$ cat config.mk
export PLATFORM = sky130hd
export DESIGN_NAME = mif_bank
export DESIGN_NICKNAME = d
export VERILOG_FILES = /design/src/mif_pkg.sv /design/src/mif_sel_if.sv /design/src/mif_select.sv /design/src/mif_bank.sv
export SDC_FILE = /design/constraint.sdc
export NUM_CORES = 1
export LEC_CHECK = 0
export BUFFER_PORTS_ARGS = -buffer_cell sky130_fd_sc_hd__buf_2
export CAP_MARGIN = 20
export CORE_MARGIN = 8
export CORE_UTILIZATION = 55
export DETAILED_ROUTE_END_ITERATION = 8
export GPL_TIMING_DRIVEN = 0
export HOLD_SLACK_MARGIN = 0.15
export PLACE_DENSITY = 0.79
export SETUP_SLACK_MARGIN = 0.5
export SLEW_MARGIN = 20
export SYNTH_ARGS = -nofsm -noshare
export SYNTH_HDL_FRONTEND = slang
export SYNTH_HIERARCHICAL = 1
export SYNTH_SLANG_ARGS = --single-unit
$ cat constraint.sdc
create_clock -name i_clk -period 4.2 [get_ports i_clk]
set_input_delay 1.26 -clock i_clk [delete_from_list [all_inputs] [get_ports i_clk]]
set_output_delay 1.26 -clock i_clk [all_outputs]
set_load 0.05 [all_outputs]
$ cat src/mif_pkg.sv
// Package: constants, register indices and layout of the maskable interrupt flag bank
// Notes on behaviour
// - Request flag sets on its source event or on a software write of 1.
// - Request flag clears on acknowledge, on reset, or on a software write of 0.
// - Request bytes take bit and byte writes; low pair also as word; reset 00H.
// - Each source owns one request, one mask and one priority flag, in three bytes.
// - Watchdog flags act as interrupt control only in interval timer mode.
// - Watchdog request flag is readable and writable only in interval timer mode.
// - Watchdog mask read in watchdog mode 1 is undefined; nothing relies on it.
// - Mask flag of 1 blocks both servicing and standby release for that source.
// - Mask bytes take bit and byte writes; low pair also as word; reset FFH.
// - A shared port pin in output mode still sets its request flag on change.
// - Priority bytes take bit, byte and low-pair word writes; reset FFH.
// - A request is eligible only with request flag 1 and mask flag 0.
// - Pick by priority flag first, then default order, source 0 highest.
package mif_pkg;
	localparam int MIF_NSRC = 24;
	localparam int MIF_IDX_W = 5;
	// Register indices on the flag register port
	localparam logic [3:0] MIF_REQ_L = 4'h0;
	localparam logic [3:0] MIF_REQ_H = 4'h1;
	localparam logic [3:0] MIF_REQ_1 = 4'h2;
	localparam logic [3:0] MIF_MSK_L = 4'h3;
	localparam logic [3:0] MIF_MSK_H = 4'h4;
	localparam logic [3:0] MIF_MSK_1 = 4'h5;
	localparam logic [3:0] MIF_PRI_L = 4'h6;
	localparam logic [3:0] MIF_PRI_H = 4'h7;
	localparam logic [3:0] MIF_PRI_1 = 4'h8;
	localparam logic [7:0] MIF_REQ_RST = 8'h00;
	localparam logic [7:0] MIF_MSK_RST = 8'hFF;
	localparam logic [7:0] MIF_PRI_RST = 8'hFF;
	// Watchdog source sits at bit 0 of the first byte
	localparam int MIF_WDT_BIT = 0;
	typedef enum logic [1:0] {
		MIF_SZ_BIT = 2'b00,
		MIF_SZ_BYTE = 2'b01,
		MIF_SZ_WORD = 2'b10
	} mif_size_e;
endpackage : mif_pkg

$ cat src/mif_sel_if.sv
// Interface: flag vectors from the bank to the request selector and its answer
`timescale 1ns/100ps
interface mif_sel_if;
	logic [23:0] req;
	logic [23:0] msk;
	logic [23:0] pri;
	logic valid;
	logic [4:0] idx;
	logic idx_pri;
	modport bank (output req, output msk, output pri, input valid, input idx, input idx_pri);
	modport sel (input req, input msk, input pri, output valid, output idx, output idx_pri);
endinterface : mif_sel_if

$ cat src/mif_select.sv
// Selector: eligible request with the best priority, then the lowest source number
`timescale 1ns/100ps
module mif_select
	import mif_pkg::*;
(
	mif_sel_if.sel s
);
	logic [23:0] elig;
	logic [23:0] cand;
	logic hi_any;
	assign elig = s.req & ~s.msk;
	always_comb begin
		// Priority flag 0 is the high level; ties fall to the fixed order
		hi_any = |(elig & ~s.pri);
		cand = hi_any ? (elig & ~s.pri) : elig;
		s.valid = |elig;
		s.idx = 5'h00;
		s.idx_pri = 1'b1;
		for (int i = MIF_NSRC - 1; i >= 0; i--) begin
			if (cand[i]) begin
				s.idx = i[4:0];
				s.idx_pri = s.pri[i];
			end
		end
	end
endmodule : mif_select

$ cat src/mif_bank.sv
// Top: 24-source request, mask and priority flag bank with CPU register port
`timescale 1ns/100ps
module mif_bank
	import mif_pkg::*;
(
	// Clock and reset
	input wire logic i_clk,
	input wire logic i_rstn,
	// Source event lines, one cycle pulses, bit n is source n
	input wire logic [23:0] i_event,
	// Watchdog runs as interval timer
	input wire logic i_wdt_interval,
	// CPU register port
	input wire logic i_wr,
	input wire logic i_rd,
	input wire logic [3:0] i_idx,
	input wire logic [1:0] i_size,
	input wire logic [2:0] i_bit,
	input wire logic [15:0] i_wdata,
	output logic [15:0] o_rdata,
	// Acknowledge from the CPU core
	input wire logic i_ack,
	input wire logic [4:0] i_ack_idx,
	// Request towards the CPU core
	output logic o_irq,
	output logic [4:0] o_irq_idx,
	output logic o_irq_pri,
	output logic o_wake,
	// Flag vectors for observation
	output logic [23:0] o_req,
	output logic [23:0] o_msk,
	output logic [23:0] o_pri
);
	logic [23:0] req;
	logic [23:0] msk;
	logic [23:0] pri;
	logic [23:0] wmask;
	logic [23:0] wval;
	logic [23:0] req_we;
	logic [23:0] msk_we;
	logic [23:0] pri_we;
	logic [23:0] ack_clr;
	logic [23:0] ev_set;
	logic [23:0] req_eff;
	logic [15:0] next_rdata;
	logic [1:0] grp;
	mif_sel_if sel_bus ();

	////////////////////////////////////////////////////////////////////////
	// Write decode: bit, byte, or word on the low pair
	always_comb begin
		wmask = 24'h000000;
		wval = 24'h000000;
		grp = 2'b00;
		case (i_idx)
			MIF_REQ_L, MIF_MSK_L, MIF_PRI_L: grp = 2'b00;
			MIF_REQ_H, MIF_MSK_H, MIF_PRI_H: grp = 2'b01;
			MIF_REQ_1, MIF_MSK_1, MIF_PRI_1: grp = 2'b10;
			default: grp = 2'b11;
		endcase
		case (mif_size_e'(i_size))
			MIF_SZ_BIT: begin
				if (grp != 2'b11) begin
					wmask[{grp, i_bit}] = 1'b1;
					wval[{grp, i_bit}] = i_wdata[0];
				end
			end
			MIF_SZ_BYTE: begin
				if (grp != 2'b11) begin
					wmask[{grp, 3'b000} +: 8] = 8'hFF;
					wval[{grp, 3'b000} +: 8] = i_wdata[7:0];
				end
			end
			MIF_SZ_WORD: begin
				// Word access pairs the low and high bytes of group 0 only
				if (grp == 2'b00) begin
					wmask[15:0] = 16'hFFFF;
					wval[15:0] = i_wdata;
				end
			end
			default: wmask = 24'h000000;
		endcase
		if (!i_wr) begin
			wmask = 24'h000000;
		end
		// Watchdog request bit takes no software write outside interval timer mode
		if (!i_wdt_interval) begin
			wmask[MIF_WDT_BIT] = wmask[MIF_WDT_BIT] & (i_idx > MIF_REQ_1);
		end
	end

	assign req_we = (i_idx <= MIF_REQ_1) ? wmask : 24'h000000;
	assign msk_we = (i_idx >= MIF_MSK_L && i_idx <= MIF_MSK_1) ? wmask : 24'h000000;
	assign pri_we = (i_idx >= MIF_PRI_L && i_idx <= MIF_PRI_1) ? wmask : 24'h000000;

	////////////////////////////////////////////////////////////////////////
	// Request flags
	always_comb begin
		ev_set = i_event;
		// Watchdog event counts as maskable only in interval timer mode
		ev_set[MIF_WDT_BIT] = i_event[MIF_WDT_BIT] & i_wdt_interval;
		ack_clr = 24'h000000;
		if (i_ack) begin
			ack_clr[i_ack_idx] = 1'b1;
		end
	end

	always_ff @(posedge i_clk or negedge i_rstn) begin
		if (!i_rstn) begin
			req <= {3{MIF_REQ_RST}};
		end else begin
			// Event set is applied last so it wins over a clear
			req <= (((req & ~ack_clr) & ~req_we) | (wval & req_we)) | ev_set;
		end
	end

	always_ff @(posedge i_clk or negedge i_rstn) begin
		if (!i_rstn) begin
			msk <= {3{MIF_MSK_RST}};
		end else begin
			// Stored mask is returned as is; callers must not rely on the watchdog bit
			msk <= (msk & ~msk_we) | (wval & msk_we);
		end
	end

	always_ff @(posedge i_clk or negedge i_rstn) begin
		if (!i_rstn) begin
			pri <= {3{MIF_PRI_RST}};
		end else begin
			pri <= (pri & ~pri_we) | (wval & pri_we);
		end
	end

	////////////////////////////////////////////////////////////////////////
	// Selection and outputs
	always_comb begin
		req_eff = req;
		req_eff[MIF_WDT_BIT] = req[MIF_WDT_BIT] & i_wdt_interval;
	end
	assign sel_bus.req = req_eff;
	assign sel_bus.msk = msk;
	assign sel_bus.pri = pri;

	mif_select u_sel (
		.s(sel_bus.sel)
	);

	always_ff @(posedge i_clk or negedge i_rstn) begin
		if (!i_rstn) begin
			o_irq <= 1'b0;
			o_irq_idx <= 5'h00;
			o_irq_pri <= 1'b1;
			o_wake <= 1'b0;
		end else begin
			// Withdrawn the cycle after acknowledge, as the flag clears
			o_irq <= sel_bus.valid & ~i_ack;
			o_irq_idx <= sel_bus.idx;
			o_irq_pri <= sel_bus.idx_pri;
			o_wake <= sel_bus.valid;
		end
	end

	always_ff @(posedge i_clk or negedge i_rstn) begin
		if (!i_rstn) begin
			o_req <= 24'h000000;
			o_msk <= 24'hFFFFFF;
			o_pri <= 24'hFFFFFF;
		end else begin
			o_req <= req;
			o_msk <= msk;
			o_pri <= pri;
		end
	end

	////////////////////////////////////////////////////////////////////////
	// Read data, registered one cycle after the read strobe
	always_comb begin
		next_rdata = 16'h0000;
		case (i_idx)
			MIF_REQ_L: next_rdata = (i_size == MIF_SZ_WORD) ? req[15:0] : {8'h00, req[7:0]};
			MIF_REQ_H: next_rdata = {8'h00, req[15:8]};
			MIF_REQ_1: next_rdata = {8'h00, req[23:16]};
			MIF_MSK_L: next_rdata = (i_size == MIF_SZ_WORD) ? msk[15:0] : {8'h00, msk[7:0]};
			MIF_MSK_H: next_rdata = {8'h00, msk[15:8]};
			MIF_MSK_1: next_rdata = {8'h00, msk[23:16]};
			MIF_PRI_L: next_rdata = (i_size == MIF_SZ_WORD) ? pri[15:0] : {8'h00, pri[7:0]};
			MIF_PRI_H: next_rdata = {8'h00, pri[15:8]};
			MIF_PRI_1: next_rdata = {8'h00, pri[23:16]};
			default: next_rdata = 16'h0000;
		endcase
		// Watchdog request reads as 0 outside interval timer mode
		if (i_idx == MIF_REQ_L && !i_wdt_interval) begin
			next_rdata[MIF_WDT_BIT] = 1'b0;
		end
		if (i_size == MIF_SZ_BIT) begin
			next_rdata = {15'h0000, next_rdata[i_bit]};
		end
	end

	always_ff @(posedge i_clk or negedge i_rstn) begin
		if (!i_rstn) begin
			o_rdata <= 16'h0000;
		end else if (i_rd) begin
			o_rdata <= next_rdata;
		end
	end

	////////////////////////////////////////////////////////////////////////
	// Checks
	set_wins_a: assert property (@(posedge i_clk) disable iff (!i_rstn)
		(i_event[5] && req_we[5] && !wval[5]) |=> req[5])
		else $error("event lost against clear");
	ack_clear_a: assert property (@(posedge i_clk) disable iff (!i_rstn)
		(i_ack && i_ack_idx == 5'd3 && !i_event[3] && !(req_we[3] && wval[3])) |=> !req[3])
		else $error("ack did not clear flag");
	event_set_a: assert property (@(posedge i_clk) disable iff (!i_rstn)
		i_event[9] |=> req[9])
		else $error("event did not set flag");
	mask_block_a: assert property (@(posedge i_clk) disable iff (!i_rstn)
		(o_irq && o_irq_idx == 5'd7) |-> $past(req_eff[7] && !msk[7]))
		else $error("masked source requested");
	wake_gate_a: assert property (@(posedge i_clk) disable iff (!i_rstn)
		$past(msk) == 24'hFFFFFF |-> !o_wake)
		else $error("wake while all masked");
	word_write_a: assert property (@(posedge i_clk) disable iff (!i_rstn)
		(i_wr && i_idx == MIF_MSK_L && i_size == MIF_SZ_WORD) |=> msk[15:0] == $past(i_wdata))
		else $error("mask word write lost");
	pri_bytes_a: assert property (@(posedge i_clk) disable iff (!i_rstn)
		(i_wr && i_idx == MIF_PRI_1 && i_size == MIF_SZ_BYTE) |=> pri[23:16] == $past(i_wdata[7:0]))
		else $error("priority byte write lost");
	wdt_frozen_a: assert property (@(posedge i_clk) disable iff (!i_rstn)
		(!i_wdt_interval && !i_ack) |=> req[0] == $past(req[0]))
		else $error("watchdog flag moved outside interval mode");
	prio_pick_a: assert property (@(posedge i_clk) disable iff (!i_rstn)
		(sel_bus.valid && |(req_eff & ~msk & ~pri)) |-> !sel_bus.idx_pri)
		else $error("low priority chosen over high");
endmodule : mif_bank

==> out/results.ini, run 1 <==
[worst_setup_path]
crit_path_end_kind = flip-flop
cp_max_fo = 10
r2r_end = o_irq_idx[1]
r2r_slack_ns = 1.15
critPathRequiredTime_ns = 4.57
setup.worst_path.start = i_idx[2]
ff2ff_path_depth = 10
crit_arrival_ns = 4.05
critPathKind = input pin to flip-flop
startpoint_type = input pin

[place]
gp_congestion = 1.004
placed_area_mm2 = 0.009937
io_buffers = 154
place_inst = 1218
place_hpwl_mm = 24.72
place_ws_ns = -0.3258

[synthesis]
ys_seq_elements = 168
synthSimpleGateAreaFrac_pct = 18.22
synth-edff-count = 0
synth_top_family_by_area = compound AO/OA/AOI/OAI gates
async_flop_share_pct = 100.0
synth_seq_area_share_pct = 49.40
synth_ff_type = dfstp_2
synthAdderAreaFrac_pct = 1.286
synth_xor_area_share_pct = 0
ys_warn_count = 6
syn-num-nets = 916
synthMuxAreaShare_pct = 6.559
avgSynthCellArea_um2 = 10.34
netlist_area_mm2 = 0.008756
postSynthCellCount = 847
synth_compound_area_share_pct = 20.91
yosysUniqueCellTypes = 84

[sta]
fin_skew_ns = 0.009320
rsz0062_at_grt = yes
period_share_pct = 87.75
fmax_mhz = 271.3
worst_slew_pin_slew_ns = 0.9336
slew_headroom_pct = 37.76
finalHoldViolCount = 0
fin_crit_ns = 3.685
hold_slack_ns = 0.3945
slew_violations = 0
fin_setup_tns_ns = 0
setup_viol = 0
setup_slack_ns = 0.5147

[clocking]
htreeDepth = 4
cts_tree = done
cts_hold_buf = 0
cts_buffers = 17
cts_buffer_depth = 2
cts_root_buffer = clkbuf_16
clkLatencyLatePin_ns = 0.45
clk_pin_slew_ns = 0.07
cts_sinks = 168

[run]
cap_viol_max_count = 0

[power_and_ir_drop]
vdd_ir_drop_max_uv = 286.2
powerDensity_mw_per_mm2 = 350.5
p_total_mw = 3.785
leakage_nw = 4.423

[global_routing]
antenna_found_initial = 1
grt_use_total_pct = 33.10
overflow = 0
grt_pass1_vias = 8152
grt_pass1_wl_mm = 49.49
grt_max_degree = 91

[finish]
multi_input_area_mm2 = 0.004262
regArea_mm2 = 0.004325
final_cell_count_no_fill = 1267
nFillCells = 1193
num-nets-final = 1107
antenna_cells = 0
design_area_mm2 = 0.01080
final_util_pct = 68.75
drive_gt1_share_pct = 41.39
area_growth_syn_to_layout_pct = 23.36

[route]
vias = 8194
ant_nets = 0
totalWireLength_mm = 33.45
post_drt_wl_per_cell_um = 26.40
first_pass_iters = 7
viasPerCell = 6.467
drt_iter0_drc = 1060
drc = 0

[floorplan]
start_util_pct = 55.73
die_w_um = 142.2
core_area_mm2 = 0.01571
dieArea_mm2 = 0.02021
ios = 156
std_cell_rows = 46
fp.dieH_um = 142.2

[worst_hold_path]
hold_path_depth = 0
holdCritPathClass = flip-flop to flip-flop

[run_status]
status = finished, final reports clean

-- cell usage after synthesis (all sizes together), types with 19 or more instances --
cell type	number	share of area, %
nor2	109	4.8
mux2	51	6.6
inv	35	1.5
buf	19	1.4
nand2b	28	2.1
dfrtp	71	20
dfstp	97	29
o21ai	52	3.1
a21oi	29	2.0
nand2	53	2.3
a22oi	21	1.8
-- cell usage in the layout, fill, tap and decap left out, drive strengths merged, types with 3 or more instances in the layout --
master	instances
buf	194
nor4b	4
nand2	53
clkbuf	33
mux2	51
a2111oi	3
inv	43
a21oi	29
nor2b	11
nor2	109
o211ai	14
o21ai	52
o31ai	6
dfrtp	71
a21o	14
a22o	18
a211oi	5
a31oi	4
nor3b	13
o22ai	18
and3	6
or3	3
nand4	4
ha	9
nand3	14
nand2b	28
o2bb2ai	10
nor3	16
or2	4
dfstp	97
nand3b	7
a32oi	4
a221o	7
or3b	8
a222oi	7
nor4	8
and2	5
a22oi	21
a211o	16
-- report_power, final --
| group | internal (mW) | switching [mW] |
|---|---|---|
| clock | 0.908 | 0.711 |
| sequential | 1.66 | 0.0301 |
| combinational | 0.150 | 0.328 |
-- worst max-delay path: stages --
cell and delay [ns]:
buf_2 0.12, buf_6 0.17, buf_6 0.17, buf_6 0.17
nor2b_1 0.07, a211o_4 0.30, ha_4 0.19, buf_8 0.13
or4_4 0.59, nor3_4 0.26, o21ai_4 0.11, nor2_1 0.18
mux2_4 0.32
-- timing repair --
| item | 4_1_cts | 5_1_grt |
|---|---|---|
| pin swaps | 6 | 12 |
| buffers inserted | 8 | 9 |
| gates resized for setup | 16 | 31 |
| endpoints found under the setup margin | 48 | 45 |
-- per-layer routing --
| layer | GRT usage (%) | up-vias | routed length (um) |
|---|---|---|---|
| met4 | 18.71 | 2 | 1527 |
| met1 | 41.25 | 3996 | 12600 |
| met3 | 8.890 | 123 | 3782 |
| met5 | 0 | - | 18 |
| met2 | 51.22 | 562 | 15530 |
| li1 | - | 3511 | - |
-- logic make-up after synthesis --
kind of cell,Yosys count
AND/OR/NAND/NOR,299
AO/OA/AOI/OAI,248
flip-flops,168
buffers and inverters,72
multiplexers,51
adder cells (fa/ha/maj),9
-- worst min path at each step --
stage,startpoint,to
after global placement,flip-flop,o_msk[4]
after CTS,flip-flop,o_msk[18]
after global routing,flip-flop,o_msk[1]
after detailed placement,flip-flop,o_msk[18]
after floorplan,flip-flop,o_pri[20]
final,flip-flop,o_msk[18]
-- area by class of cell --
| class | instances | area share (%) |
|---|---|---|
| Timing Repair Buffer | 172 | 8.861 |
| Multi-Input combinational cell | 607 | 39.45 |
| Clock inverter | 14 | 1.483 |
| Inverter | 35 | 1.332 |
| Tap cell | 216 | 2.502 |
| Sequential cell | 168 | 40.04 |
| Buffer | 37 | 2.259 |
| Clock buffer | 18 | 4.066 |
Power figures use the tool's default switching activity.
==> run 2: changes to the inputs <==
==> constraint.sdc (replaced) <==
create_clock -name i_clk -period 3.75 [get_ports i_clk]
set_input_delay 1.125 -clock i_clk [delete_from_list [all_inputs] [get_ports i_clk]]
set_output_delay 1.125 -clock i_clk [all_outputs]
set_load 0.05 [all_outputs]
==> out/results.ini, run 2 (synthesis results as in run 1) <==
[run_status]
status = finished, final reports clean

[finish]
area_growth_syn_to_layout_pct = 26.56
design_area_mm2 = 0.01108
antenna_cells = 0
drive_gt1_share_pct = 44.19
final_cell_count_no_fill = 1275
final_util_pct = 70.53
final_common_cell = buf_2
regArea_mm2 = 0.004325
multi_input_area_mm2 = 0.004417
num-nets-final = 1115
final_cell_mix = buf_2 (159), dfstp_2 (97), nor2_1 (87)
nFillCells = 1179

[run]
cap_viol_max_count = 0

[sta]
fmax_mhz = 300.2
setup_viol = 0
fin_crit_ns = 3.331
worst_slew_pin_slew_ns = 0.9030
slew_violations = 0
rsz0062_at_grt = yes
slew_headroom_pct = 39.80
setup_slack_ns = 0.4191
period_share_pct = 88.82
fin_skew_ns = 0.007243
finalHoldViolCount = 0

[clocking]
cts_buffer_depth = 2
clkLatencyLatePin_ns = 0.44
cts_sinks = 168
clk_pin_slew_ns = 0.07
cts_buffers = 17
cts_root_buffer = clkbuf_16
cts_hold_buf = 0
htreeDepth = 4
cts_tree = done

[floorplan]
die_w_um = 142.2
ios = 156
dieArea_mm2 = 0.02021
core_area_mm2 = 0.01571
fp.dieH_um = 142.2
std_cell_rows = 46
start_util_pct = 55.73

[worst_setup_path]
critPathRequiredTime_ns = 4.12
crit_arrival_ns = 3.70
startpoint_type = input pin
r2r_slack_ns = 0.61
crit_path_end_kind = flip-flop
cp_max_fo = 4
critPathKind = input pin to flip-flop

[route]
drt_iter0_drc = 1005
ant_nets = 0
viasPerCell = 6.538
drc = 0
vias = 8336
first_pass_iters = 5
totalWireLength_mm = 33.16
post_drt_wl_per_cell_um = 26.00

[global_routing]
grt_max_degree = 91
antenna_found_initial = 0
grt_pass1_vias = 8136
overflow = 0
grt_use_total_pct = 33.14
grt_pass1_wl_mm = 49.46

[power_and_ir_drop]
leakage_nw = 4.501
vdd_ir_drop_max_uv = 326.9
powerDensity_mw_per_mm2 = 382.2
p_total_mw = 4.235

[place]
placed_area_mm2 = 0.009993
gp_congestion = 0.9840
place_hpwl_mm = 24.12
place_ws_ns = -0.5853
io_buffers = 154
place_inst = 1218

[worst_hold_path]
holdCritPathClass = flip-flop to flip-flop

run 2: cell count changes in the layout (fill, tap and decap cells not counted), sizes merged:
cell	delta
buf	+6
clkbuf	+1
inv	-1
clkinvlp	+1
bufinv	-1
clkinv	+2
run 2: metal layers:
metal	vias to the layer above	track usage, %	routed length [um]
met5	-	0	0
met4	0	22.44	2142
met3	149	8.789	3881
met2	653	49.46	14760
met1	4012	41.53	12370
li1	3522	-	-
run 2: worst paths after layout:
| check | cells past startpoint | end | from |
|---|---|---|---|
| max reg2reg | 9 | o_irq_idx[1] | req[11] |
| max in group asynchronous | 2 | o_irq_pri | i_rstn |
| min | 0 | o_msk[5] | flip-flop |
| min in group asynchronous | 1 | o_rdata[2] | i_rstn |
| min reg2reg | 0 | o_msk[5] | flip-flop |
| max | 14 | flip-flop | i_idx[1] |
run 2: final cells by class:
| cell class | instances | share of cell area, % |
|---|---|---|
| buffer | 37 | 2.597 |
| clock buffer | 17 | 3.839 |
| clock inverter | 15 | 1.660 |
| inverter | 35 | 1.321 |
| multi-input combinational | 607 | 39.86 |
| sequential | 168 | 39.03 |
| tap | 216 | 2.439 |
| timing repair buffer | 180 | 9.258 |
run 2: power breakdown:
| group | internal [mW] | switching, mW | leakage, nW |
|---|---|---|---|
| Combinational | 0.185 | 0.378 | 2.48 |
| Sequential | 1.86 | 0.0344 | 1.73 |
| Clock | 0.956 | 0.825 | 0.288 |
run 2: what timing repair did:
item                                    in CTS  in global routing
endpoints found under the setup margin      75                 69
pin swaps                                   18                 20
gates resized for setup                     49                 39
setup buffers                               17                  8
run 2: metrics by stage:
stage          setup TNS (ns)  hold slack (ns)
3_5_place_dp           -19.92           0.3908
6_report                    0           0.4005
5_1_grt                     0           0.4029
2_1_floorplan               0           0.3614
4_1_cts                     0           0.3950
3_3_place_gp           -75.61           0.3876
run 2: critical path, cell delays in order:
cell	delay (ns)
buf_12	0.10
inv_12	0.03
ha_4	0.15
buf_8	0.11
nor2b_4	0.12
o31ai_4	0.30
inv_2	0.10
ha_4	0.19
clkbuf_16	0.14
or4_4	0.54
nor3_4	0.17
o21ai_2	0.13
nor2_2	0.16
mux2_4	0.31
